## config.mk

```make
export PLATFORM = sky130hd
export DESIGN_NAME = dspcb_ctrl
export DESIGN_NICKNAME = d
export VERILOG_FILES = /design/src/design/dspcb_pkg.sv /design/src/design/dspcb_sl_mem.sv /design/src/design/dspcb_instr_cnt.sv /design/src/design/dspcb_ctrl.sv
export SDC_FILE = /design/constraint.sdc
export NUM_CORES = 1
export LEC_CHECK = 0
export BUFFER_PORTS_ARGS = -buffer_cell sky130_fd_sc_hd__buf_4
export CORE_ASPECT_RATIO = 0.5
export CORE_MARGIN = 10
export CORE_UTILIZATION = 57
export DETAILED_ROUTE_END_ITERATION = 7
export GPL_ROUTABILITY_DRIVEN = 0
export PLACE_DENSITY = 0.79
export SLEW_MARGIN = 25
export SYNTH_ARGS = -nofsm -noshare
export SYNTH_HDL_FRONTEND = slang
export SYNTH_SLANG_ARGS = --single-unit
```

## constraint.sdc

```tcl
create_clock -name ref_clk -period 4.7 [get_ports ref_clk]
set_input_delay 0.705 -clock ref_clk [delete_from_list [all_inputs] [get_ports ref_clk]]
set_output_delay 0.705 -clock ref_clk [all_outputs]
set_load 0.005 [all_outputs]
```

## src/design/dspcb_pkg.sv

```systemverilog
package dspcb_pkg;
  localparam int unsigned IFACE_ADDR_LO   = 1048;
  localparam int unsigned IFACE_ADDR_HI   = 2055;
  localparam int unsigned IFACE_COUNT     = IFACE_ADDR_HI - IFACE_ADDR_LO + 1;
  localparam int unsigned SL_ENTRIES      = 5;
  localparam int unsigned CP_ADDR_W       = 12;
  localparam int unsigned PRAM_ADDR_W     = 10;
  localparam int unsigned WORD_W          = 28;
  localparam logic [1:0]  RATE_1X         = 2'h0;
  localparam logic [1:0]  RATE_2X         = 2'h1;
  localparam logic [1:0]  RATE_4X         = 2'h2;
  localparam int unsigned INSTR_1X        = 1024;
  localparam int unsigned INSTR_2X        = 512;
  localparam int unsigned INSTR_4X        = 256;
  localparam int unsigned INSTR_W         = 10;
  localparam logic        CTL_BIT_RST     = 1'b0;
  localparam logic [1:0]  RATE_RST        = RATE_1X;
  localparam logic [2:0]  MULT_1X         = 3'h1;
  localparam logic [2:0]  MULT_2X         = 3'h2;
  localparam logic [2:0]  MULT_4X         = 3'h4;
  typedef enum logic [1:0] {SL_IDLE, SL_READ, SL_WRITE} dspcb_sl_state_t;
endpackage

```

## src/design/dspcb_sl_mem.sv

```systemverilog
`timescale 1ns/1ns
`default_nettype none
module dspcb_sl_mem import dspcb_pkg::*; #(
  parameter int unsigned DEPTH = SL_ENTRIES,
  parameter int unsigned AW    = PRAM_ADDR_W,
  parameter int unsigned DW    = WORD_W
) (
  input  wire logic          ref_clk,  // Core clock
  input  wire logic          clk_en,   // Freezes state when low
  input  wire logic          wr_en,    // Entry write strobe
  input  wire logic [2:0]    wr_idx,   // Entry written
  input  wire logic [AW-1:0] wr_addr,  // Parameter address
  input  wire logic [DW-1:0] wr_data,  // Parameter data
  input  wire logic [2:0]    rd_idx,   // Entry read
  output var  logic [AW-1:0] rd_addr,  // Registered address
  output var  logic [DW-1:0] rd_data   // Registered data
);
  logic [AW-1:0] addr_q [DEPTH];
  logic [DW-1:0] data_q [DEPTH];

  always_ff @(posedge ref_clk) begin
    if (clk_en && wr_en && (32'(wr_idx) < DEPTH)) begin
      addr_q[wr_idx] <= wr_addr;
      data_q[wr_idx] <= wr_data;
    end
  end

  always_ff @(posedge ref_clk) begin
    if (clk_en && (32'(rd_idx) < DEPTH)) begin
      rd_addr <= addr_q[rd_idx];
      rd_data <= data_q[rd_idx];
    end
  end
endmodule // dspcb_sl_mem
`default_nettype wire

```

## src/design/dspcb_instr_cnt.sv

```systemverilog
`timescale 1ns/1ns
`default_nettype none
module dspcb_instr_cnt import dspcb_pkg::*; (
  input  wire logic               ref_clk,      // Core clock
  input  wire logic               sys_rst,      // Sync reset, high
  input  wire logic               clk_en,       // Freezes state when low
  input  wire logic [1:0]         rate_select,  // Registered rate field
  output var  logic [INSTR_W-1:0] instr_idx,    // Instruction slot
  output var  logic               sample_tick   // Start of sample frame
);
  localparam logic [INSTR_W-1:0] LAST_1X = INSTR_W'(INSTR_1X - 1);
  localparam logic [INSTR_W-1:0] LAST_2X = INSTR_W'(INSTR_2X - 1);
  localparam logic [INSTR_W-1:0] LAST_4X = INSTR_W'(INSTR_4X - 1);

  wire logic [INSTR_W-1:0] last_slot = (rate_select == RATE_2X) ? LAST_2X :
                                       (rate_select == RATE_4X) ? LAST_4X :
                                       LAST_1X;
  wire logic               wrap      = (instr_idx >= last_slot);
  wire logic [INSTR_W-1:0] next_idx  = wrap ? '0 : instr_idx + INSTR_W'(1);

  always_ff @(posedge ref_clk) begin
    if (sys_rst) begin
      instr_idx   <= '0;
      sample_tick <= 1'b0;
    end else if (clk_en) begin
      instr_idx   <= next_idx;
      sample_tick <= wrap;
    end
  end
endmodule // dspcb_instr_cnt
`default_nettype wire

```

## src/design/dspcb_ctrl.sv

```systemverilog
`timescale 1ns/1ns
`default_nettype none
module dspcb_ctrl import dspcb_pkg::*; #(
  parameter int unsigned AW = PRAM_ADDR_W,
  parameter int unsigned DW = WORD_W
) (
  input  wire logic                 ref_clk,                  // 250 MHz core clock
  input  wire logic                 sys_rst,                  // Sync reset, high
  input  wire logic                 clk_en,                   // Freezes all state when low
  input  wire logic                 ctl_wr,                   // Loads the control bits below
  input  wire logic                 ctl_iface_sel,            // New interface write select
  input  wire logic                 ctl_in_mute_n,            // New converter input mute
  input  wire logic                 ctl_out_mute_n,           // New converter output mute
  input  wire logic                 ctl_core_clear_n,         // New core clear
  input  wire logic [1:0]           ctl_rate_select,          // New rate field
  input  wire logic                 ctl_trigger_wr,           // Writes the trigger bit
  input  wire logic                 ctl_trigger_val,          // Value written to trigger
  input  wire logic                 sl_wr,                    // Safeload entry write
  input  wire logic [2:0]           sl_idx,                   // Entry index 0..4
  input  wire logic [AW-1:0]        sl_addr,                  // Entry parameter address
  input  wire logic [DW-1:0]        sl_data,                  // Entry parameter data
  input  wire logic                 cp_if_wr,                 // Control port iface write
  input  wire logic [CP_ADDR_W-1:0] cp_if_addr,               // Control port address
  input  wire logic [DW-1:0]        cp_if_data,               // Control port data
  input  wire logic                 prog_if_wr,               // Program iface write
  input  wire logic [2:0]           prog_if_idx,              // Program iface index
  input  wire logic [DW-1:0]        prog_if_data,             // Program iface data
  input  wire logic [2:0]           if_rd_idx,                // Iface read index
  input  wire logic [DW-1:0]        adc_in,                   // Converter input result
  input  wire logic [DW-1:0]        dac_in,                   // Core result to converters
  output var  logic                 iface_reg_port_write_sel, // Interface write select
  output var  logic                 safeload_trigger,         // Safeload busy/trigger bit
  output var  logic                 conv_in_mute_n,           // Input mute, low mutes
  output var  logic                 conv_out_mute_n,          // Output mute, low mutes
  output var  logic                 core_clear_n,             // Core clear, low clears
  output var  logic [1:0]           rate_select,              // Rate field
  output var  logic [2:0]           conv_rate_mult,           // Converter rate multiple
  output var  logic                 core_regs_clr,            // Holds core registers at 0
  output var  logic [DW-1:0]        adc_out,                  // Gated input result
  output var  logic [DW-1:0]        dac_out,                  // Gated output sample
  output var  logic [DW-1:0]        if_rd_data,               // Iface read data
  output var  logic                 pram_wr,                  // Parameter RAM write
  output var  logic [AW-1:0]        pram_addr,                // Parameter RAM address
  output var  logic [DW-1:0]        pram_data,                // Parameter RAM data
  output var  logic [INSTR_W-1:0]   instr_idx,                // Instruction slot
  output var  logic                 sample_tick               // Start of sample frame
);
  localparam logic [CP_ADDR_W-1:0] IF_LO = CP_ADDR_W'(IFACE_ADDR_LO);
  localparam logic [CP_ADDR_W-1:0] IF_HI = CP_ADDR_W'(IFACE_ADDR_HI);
  localparam logic [2:0]           SL_LAST = 3'(SL_ENTRIES - 1);
  localparam int unsigned          IF_SLOTS = 8;  // Reachable through a 3-bit index

  logic [DW-1:0]         iface_q [IF_SLOTS];
  logic [SL_ENTRIES-1:0] pending;
  logic [2:0]            scan_idx;
  dspcb_sl_state_t       sl_state;
  logic [AW-1:0]         mem_addr;
  logic [DW-1:0]         mem_data;

  // Interface register write selection
  wire logic                 cp_in_range  = (cp_if_addr >= IF_LO) && (cp_if_addr <= IF_HI);
  wire logic [CP_ADDR_W-1:0] cp_offset    = cp_if_addr - IF_LO;
  wire logic [2:0]           cp_idx       = cp_offset[2:0];
  wire logic                 cp_if_take   = cp_if_wr && cp_in_range && iface_reg_port_write_sel;
  wire logic                 prog_if_take = prog_if_wr && !iface_reg_port_write_sel;

  // Safeload sequencing
  wire logic                 sl_idx_ok    = 32'(sl_idx) < SL_ENTRIES;
  wire logic                 trig_start   = ctl_trigger_wr && ctl_trigger_val && (sl_state == SL_IDLE);
  wire logic                 scan_last    = (scan_idx == SL_LAST);
  wire logic                 scan_hit     = pending[scan_idx];
  wire logic                 sl_done      = ((sl_state == SL_READ) && !scan_hit && scan_last) ||
                                            ((sl_state == SL_WRITE) && scan_last);
  wire logic [2:0]           next_scan    = scan_last ? 3'h0 : scan_idx + 3'h1;
  wire logic                 in_write     = (sl_state == SL_WRITE);
  wire logic                 scan_step    = ((sl_state == SL_READ) && !scan_hit) || in_write;

  dspcb_sl_state_t next_state;
  always_comb begin
    next_state = sl_state;
    unique case (sl_state)
      SL_IDLE: begin
        if (trig_start) next_state = SL_READ;
      end
      SL_READ: begin
        if (scan_hit) next_state = SL_WRITE;
        else if (scan_last) next_state = SL_IDLE;
      end
      SL_WRITE: begin
        next_state = scan_last ? SL_IDLE : SL_READ;
      end
    endcase
  end

  // Entries written mark pending; the write wins over the transfer clearing it
  wire logic [SL_ENTRIES-1:0] set_mask   = (sl_wr && sl_idx_ok) ? SL_ENTRIES'(1) << sl_idx : '0;
  wire logic [SL_ENTRIES-1:0] clr_mask   = (sl_state == SL_WRITE) ? SL_ENTRIES'(1) << scan_idx : '0;
  wire logic [SL_ENTRIES-1:0] next_pend  = (pending & ~clr_mask) | set_mask;

  wire logic [2:0] next_mult = (ctl_rate_select == RATE_2X) ? MULT_2X :
                               (ctl_rate_select == RATE_4X) ? MULT_4X :
                               MULT_1X;

  dspcb_sl_mem #(.DEPTH(SL_ENTRIES), .AW(AW), .DW(DW)) u_sl_mem (
    .ref_clk (ref_clk),
    .clk_en  (clk_en),
    .wr_en   (sl_wr),
    .wr_idx  (sl_idx),
    .wr_addr (sl_addr),
    .wr_data (sl_data),
    .rd_idx  (scan_idx),
    .rd_addr (mem_addr),
    .rd_data (mem_data)
  );

  dspcb_instr_cnt u_instr_cnt (
    .ref_clk     (ref_clk),
    .sys_rst     (sys_rst),
    .clk_en      (clk_en),
    .rate_select (rate_select),
    .instr_idx   (instr_idx),
    .sample_tick (sample_tick)
  );

  // Control bits
  always_ff @(posedge ref_clk) begin
    if (sys_rst) begin
      iface_reg_port_write_sel <= CTL_BIT_RST;
      conv_in_mute_n           <= CTL_BIT_RST;
      conv_out_mute_n          <= CTL_BIT_RST;
      core_clear_n             <= CTL_BIT_RST;
      rate_select              <= RATE_RST;
      conv_rate_mult           <= MULT_1X;
    end else if (clk_en && ctl_wr) begin
      iface_reg_port_write_sel <= ctl_iface_sel;
      conv_in_mute_n           <= ctl_in_mute_n;
      conv_out_mute_n          <= ctl_out_mute_n;
      core_clear_n             <= ctl_core_clear_n;
      rate_select              <= ctl_rate_select;
      conv_rate_mult           <= next_mult;
    end
  end

  // Audio gating follows the registered mute and clear bits
  always_ff @(posedge ref_clk) begin
    if (sys_rst) begin
      adc_out       <= '0;
      dac_out       <= '0;
      core_regs_clr <= 1'b1;
    end else if (clk_en) begin
      adc_out       <= conv_in_mute_n ? adc_in : '0;
      dac_out       <= (conv_out_mute_n && core_clear_n) ? dac_in : '0;
      core_regs_clr <= !core_clear_n;
    end
  end

  // Interface registers; cleared only by reset
  always_ff @(posedge ref_clk) begin
    if (sys_rst) begin
      for (int i = 0; i < IF_SLOTS; i++) iface_q[i] <= '0;
      if_rd_data <= '0;
    end else if (clk_en) begin
      if (cp_if_take) begin
        iface_q[cp_idx] <= cp_if_data;
      end else if (prog_if_take) begin
        iface_q[prog_if_idx] <= prog_if_data;
      end
      if_rd_data <= iface_q[if_rd_idx];
    end
  end

  // Safeload state and pending marks
  always_ff @(posedge ref_clk) begin
    if (sys_rst) begin
      sl_state <= SL_IDLE;
      pending  <= '0;
    end else if (clk_en) begin
      sl_state <= next_state;
      pending  <= next_pend;
    end
  end

  // Parameter RAM port; address and data hold between pulses
  always_ff @(posedge ref_clk) begin
    if (sys_rst) begin
      pram_wr   <= 1'b0;
      pram_addr <= '0;
      pram_data <= '0;
    end else if (clk_en) begin
      pram_wr <= in_write;
      if (in_write) begin
        pram_addr <= mem_addr;
        pram_data <= mem_data;
      end
    end
  end

  // Trigger bit and entry scan
  always_ff @(posedge ref_clk) begin
    if (sys_rst) begin
      safeload_trigger <= 1'b0;
      scan_idx         <= 3'h0;
    end else if (clk_en) begin
      if (trig_start) begin
        safeload_trigger <= 1'b1;
      end else if (sl_done) begin
        safeload_trigger <= 1'b0;
      end
      if (trig_start) begin
        scan_idx <= 3'h0;
      end else if (scan_step) begin
        scan_idx <= next_scan;
      end
    end
  end
endmodule // dspcb_ctrl
`default_nettype wire

```

# After elaboration in Yosys (flattened, before gate mapping)

Memories as Yosys holds them, arrays and structs flattened. A register that Yosys moved wholly into a read port is not among the register bits.
Index checks and enable logic that the tools add are counted.

Add/subtract/negate cells: 3
Div/mod/pow operators: 0
Equal/unequal tests: 9
Magnitude comparators: 6
Mux-type cells: 40
Multipliers: 0
Reduce and logical (&&, ||, !) cells: 29
Bitwise operators: 3
Shift operators: 2

Operator list:

| cell                    | number |
|---|---|
| $mux W28                | 4 |
| $reduce_or A28 Y1       | 2 |
| $mux W10                | 3 |
| $mux W3                 | 7 |
| $mux W1                 | 19 |
| $logic_and A1 B1 Y1     | 15 |
| $ge A12 B11 Y1 const B  | 1 |
| $le A12 B12 Y1 const B  | 1 |
| $add A10 B1 Y10 const B | 1 |
| $ge A10 B10 Y1          | 1 |
| $mux W5                 | 2 |
| $shl A1 B3 Y5 const A   | 2 |
| $eq A2 B1 Y1 const B    | 3 |
| $eq A2 B2 Y1 const B    | 3 |
| $lt A3 B3 Y1 const B    | 2 |
| $mux W2                 | 3 |
| $pmux W2 S3             | 1 |
| $reduce_and A2 Y1       | 3 |
| $and A5 B5 Y5           | 1 |
| $not A5 Y5              | 1 |
| $or A5 B5 Y5            | 1 |
| $lt A3 B4 Y1 const B    | 1 |
| $reduce_bool A2 Y1      | 2 |
| $add A3 B1 Y3 const B   | 1 |
| 9 further kinds         | 12 |

Register bits: 127
Output and inout port bits: 145
Logic and storage cells: 113
Input bits: 186
Bits in latches: 0
Bits in writable memories: 414
Memories kept: 3
Bits in read-only memories: 0

Memory list:

| name            | words | width | read ports | clocked after Yosys merged registers in | wr ports | RTL line           | text |
|---|---|---|---|---|---|---|---|
| iface_q         | 8     | 28    | 1          | 1                                       | 8        | dspcb_ctrl.sv:53   | `logic [DW-1:0] iface_q [IF_SLOTS];` |
| u_sl_mem.data_q | 5     | 28    | 1          | 1                                       | 1        | dspcb_sl_mem.sv:19 | `logic [DW-1:0] data_q [DEPTH];` |
| u_sl_mem.addr_q | 5     | 10    | 1          | 1                                       | 1        | dspcb_sl_mem.sv:18 | `logic [AW-1:0] addr_q [DEPTH];` |

# Longest topological paths before layout

Word-level depth: 11
Depth in mapped cells: 9
Gate-level depth less buffers: 8

# Modules after synthesis

From an unflattened synthesis, not the netlist that was laid out.

Cells, all modules: 1793
Area, all modules: 24647.4 µm²

By module, submodules not included:

| module          | sequential area each (µm²) | times used | area each (µm²) | cells each |
|---|---|---|---|---|
| dspcb_ctrl      | 9609.2                     | 1          | 15302.2         | 1278 |
| dspcb_sl_mem    | 6846.6                     | 1          | 8758.4          | 455 |
| dspcb_instr_cnt | 220.2                      | 1          | 586.8           | 60 |

# Worst setup path after synthesis

OpenSTA, ideal clock, no wires.

Path type: input to register
Start point: input port clk_en
End point: register u_sl_mem.rd_addr[0] (read register of u_sl_mem.addr_q), enable pin
Arrival time: 3.036 ns
Required time: 4.267 ns
Slack: 1.231 ns
Setup time: 0.433 ns
Buffers on the path: 3
Cell stages on the path: 5
Cells stage by stage: clkbuf_1 -> inv_1 -> clkbuf_1 -> clkbuf_1 -> nor2_1

Cells in the longest elaborated chain, start to end: 1

Ends and longest elaborated chain:

| element             | RTL line           | text |
|---|---|---|
| from (decl)         | dspcb_ctrl.sv:9    | `input wire logic clk_en,` |
| $logic_and A1 B1 Y1 | dspcb_sl_mem.sv:29 | `if (clk_en && (32'(rd_idx) < DEPTH)) begin` |
| to (decl)           | dspcb_sl_mem.sv:15 | `output var logic [AW-1:0] rd_addr,` |

No other way between the ends.
A chain may end at the register's enable or synchronous reset.

==> impl_results.md <==
- Pwr dens: 375.7 nW/um2
- Initial drt markers: 1337
- Die Ht: 166.0 um
- CTS Sinks: 607
- Ranking of synthesized cells by area: edfxtp_1 (56%), dfxtp_1 (13%), mux4_2 (8.8%), nor2_1 (5.0%), nand2_1 (3.5%)
- Remaining global-route overflow: 0
- Hold Startpoint: sl_data[16]
- Top cell by count, worst path: buf_4
- Ys flop type: edfxtp_1
- Hold depth: 1
- Post-synth top cells: edfxtp_1 (452), nor2_1 (321), nand2_1 (227), dfxtp_1 (155), mux4_2 (95)
- WP data arrival: 3260 ps
- Worst Path Required: 4950 ps
- Hold Buf Count CTS: 0
- Slew headroom: 33.01%
- Core area: 42040 um2
- FMAX: 332.8 MHz
- Routed wire length per instance: between 20 and 25 um
- Worst setup SP type: input port
- RR Endpoint: iface_q[1][0]$_SDFFCE_PN0P_
- Buf/Inv on CP: 2
- Reg clk slew, reported paths: 70 ps
- Worst reg2reg path depth: 5
- Cell variety after synth: 54
- Final hold vios: 0
- Detailed-router iteration count before antenna repair: 5
- Detailed Place HPWL: 36230 um
- DRC Markers: 0
- Clock Path Buffers: 3
- Post-synth top area share: 55.89%
- Post-layout util: 68.62%
- Leak pwr: 0.01035 uW
- Vias/cell: 5.667
- Post-synthesis register bit count: approximately 610
- Final Max Slew Viols: 0
- Slowest cell on the critical path: a41o_1
- Hold crit path type: input port to flop
- Unrepaired setup endpoints after global routing: no
- CTS H-Tree Depth: 2
- Resize count post-CTS: 0
- Num CTS Buffers: 51
- Ys async rst share: 0%
- Share of cells above drive strength 1: 26.65%
- Die width: 311.9 um
- Mapped Area: 24290 um2
- Hold endpoint: u_sl_mem.data_q[3][16]$_DFFE_PP_
- RR Startpoint: iface_reg_port_write_sel$_SDFFE_PP0P_
- CP top delay family: simple AND/OR/NAND/NOR gates
- Worst reg2reg setup slack: 1860 ps
- Max stage delay on crit path: 640 ps
- Post-synth EDFFs: 452
- Status: complete, no violations
- Worst Tran Pin Value: between 1000 and 1500 ps
- Syn nets: 1955
- CTS tree: yes
- Die area: approximately 52000 um2
- Routed WL: between 50000 and 60000 um
- Via count: 15.14k
- Number of global-route vias before repair: 15.36k
- Antenna viol nets, final: 0
- Clock root buffer: clkbuf_16
- Port bufs: 330
- Clock skew: 10.67 ps
- Crit path kind: input port to flop
- Worst path cell trace: buf_4 -> nand4b_1 -> and4bb_2 -> or3_1 -> a41o_1 -> buf_4
- Skew-Pair Late Insertion Delay: about 570 ps
- Max IR drop VDD: 0.0002941 V
- Seq/Total Area, Yosys: 68.67%
- Final nets: roughly 2.3k
- Row cnt: 53
- Setup tns final: 0 ps
- Synth Area per Inst: 13.81 um2
- Layout area overhead: 18.78%
- Yosys top cell by area: edfxtp_1
- Final setup vio count: 0
- Initial antenna violation count: 1
- Postcts setup bufs: 0
- Cells after Synth: 1758
- Initial Util: 57.76%
- Endpoint type of the worst setup path: flop
- Total track usage: a little over a fifth
- Io pins: 331
- CP max FO: 63
- Final worst-path cycle share: roughly 64%
- Period minus WS final: 3004 ps
- Largest net degree at the start of global routing: 66
- Cell with the most instances after synthesis: edfxtp_1
- Synth warnings: 0
- Max-Cap Viols: 0
- Global-route wire length before repair: 88890 um
==> placed cells by master, fill, tap and decap left out, types with 24 or more instances in the layout <==
cell,synthesis,layout
clkbuf_16,0,51
a211oi_1,28,28
nand2b_1,29,29
mux4_2,95,95
clkbuf_1,76,24
nand2_1,227,227
edfxtp_1,452,452
dfxtp_1,155,153
a21oi_1,67,67
or2_1,28,28
mux2i_1,57,57
buf_4,9,365
nor2_1,321,320
a22oi_1,56,56
==> routing by layer <==
metal  part of all wire [%]  track usage, %
met3                    5.4           3.044
met4                    1.9           4.746
met2                     55           40.93
met1                     38           25.88
met5                      0               0
==> cell type report <==
| cell class | count | area (um2) |
|---|---|---|
| Multi-Input combinational cell | 1018 | 7102 |
| Clock buffer | 79 | 1421 |
| Antenna cell | 1 | 2.502 |
| Inverter | 10 | 37.54 |
| Timing Repair Buffer | 365 | 2740 |
| Tap cell | 577 | 721.9 |
| Fill cell | 2980 | 13200 |
| Clock inverter | 15 | 143.9 |
| Sequential cell | 607 | 16680 |
==> metrics by stage <==
| step | total power (uW) | instance area, um2 | worst slack [ps] | hold WS, ps | std cells |
|---|---|---|---|---|---|
| floorplan | 6519 | 24290 | 1231 | 451.0 | 1758 |
| global placement | 6846 | 27280 | 1230 | 441.8 | 2577 |
| detailed placement | 6873 | 27280 | 1083 | 446.8 | 2577 |
| global route | 11170 | 28850 | 1590 | 323.1 | 2672 |
| CTS | 10890 | 28850 | 1694 | 320.0 | 2671 |
| finish | 10840 | 28850 | 1696 | 340.9 | 2672 |
==> flip-flops by register name (all words and copies together), names as in the netlist, 2 cells and up <==
register	count
pram_data	28
scan_idx	3
adc_out	28
pram_addr	10
u_sl_mem.rd_addr	10
if_rd_data	28
iface_q	224
u_instr_cnt.instr_idx	10
pending	5
dac_out	28
rate_select	2
u_sl_mem.data_q	140
u_sl_mem.addr_q	50
sl_state	2
u_sl_mem.rd_data	28
conv_rate_mult	3
==> report_power, final <==
| group | internal (uW) | total (uW) | switching (uW) |
|---|---|---|---|
| Combinational | 340 | 734 | 393 |
| Clock | 2200 | 4090 | 1880 |
| Sequential | 5950 | 6020 | 68.9 |
==> worst max-delay path by stage <==
stage                       start                             to  slack, ps  depth (start not counted)
final                     sys_rst    iface_q[1][0]$_SDFFCE_PN0P_       1700                          6
after global routing      sys_rst   iface_q[1][23]$_SDFFCE_PN0P_       1590                          6
after floorplan            clk_en  u_sl_mem.rd_addr[0]$_DFFE_PP_       1230                          5
after detailed placement  sys_rst    iface_q[1][0]$_SDFFCE_PN0P_       1080                          6
after CTS                 sys_rst   iface_q[1][24]$_SDFFCE_PN0P_       1690                          6
after global placement    sys_rst    iface_q[1][6]$_SDFFCE_PN0P_       1230                          5
==> worst register-to-register path, delay by kind of cell (launching register included) <==
family / cells / cell delay (ps)
simple gates: 3 / 1010
compound gates: 1 / 640
flops: 1 / 460
buf+inv: 1 / 410
==> cell families after synthesis <==
| logic type | share of synthesized area (%) |
|---|---|
| buf+inv | 2.452 |
| simple gates | 11.54 |
| flops | 68.67 |
| fa+ha+maj | 0.5667 |
| xor+xnor | 0.1082 |
| compound gates | 5.137 |
| mux | 11.53 |
Power figures use the tool's default switching activity.
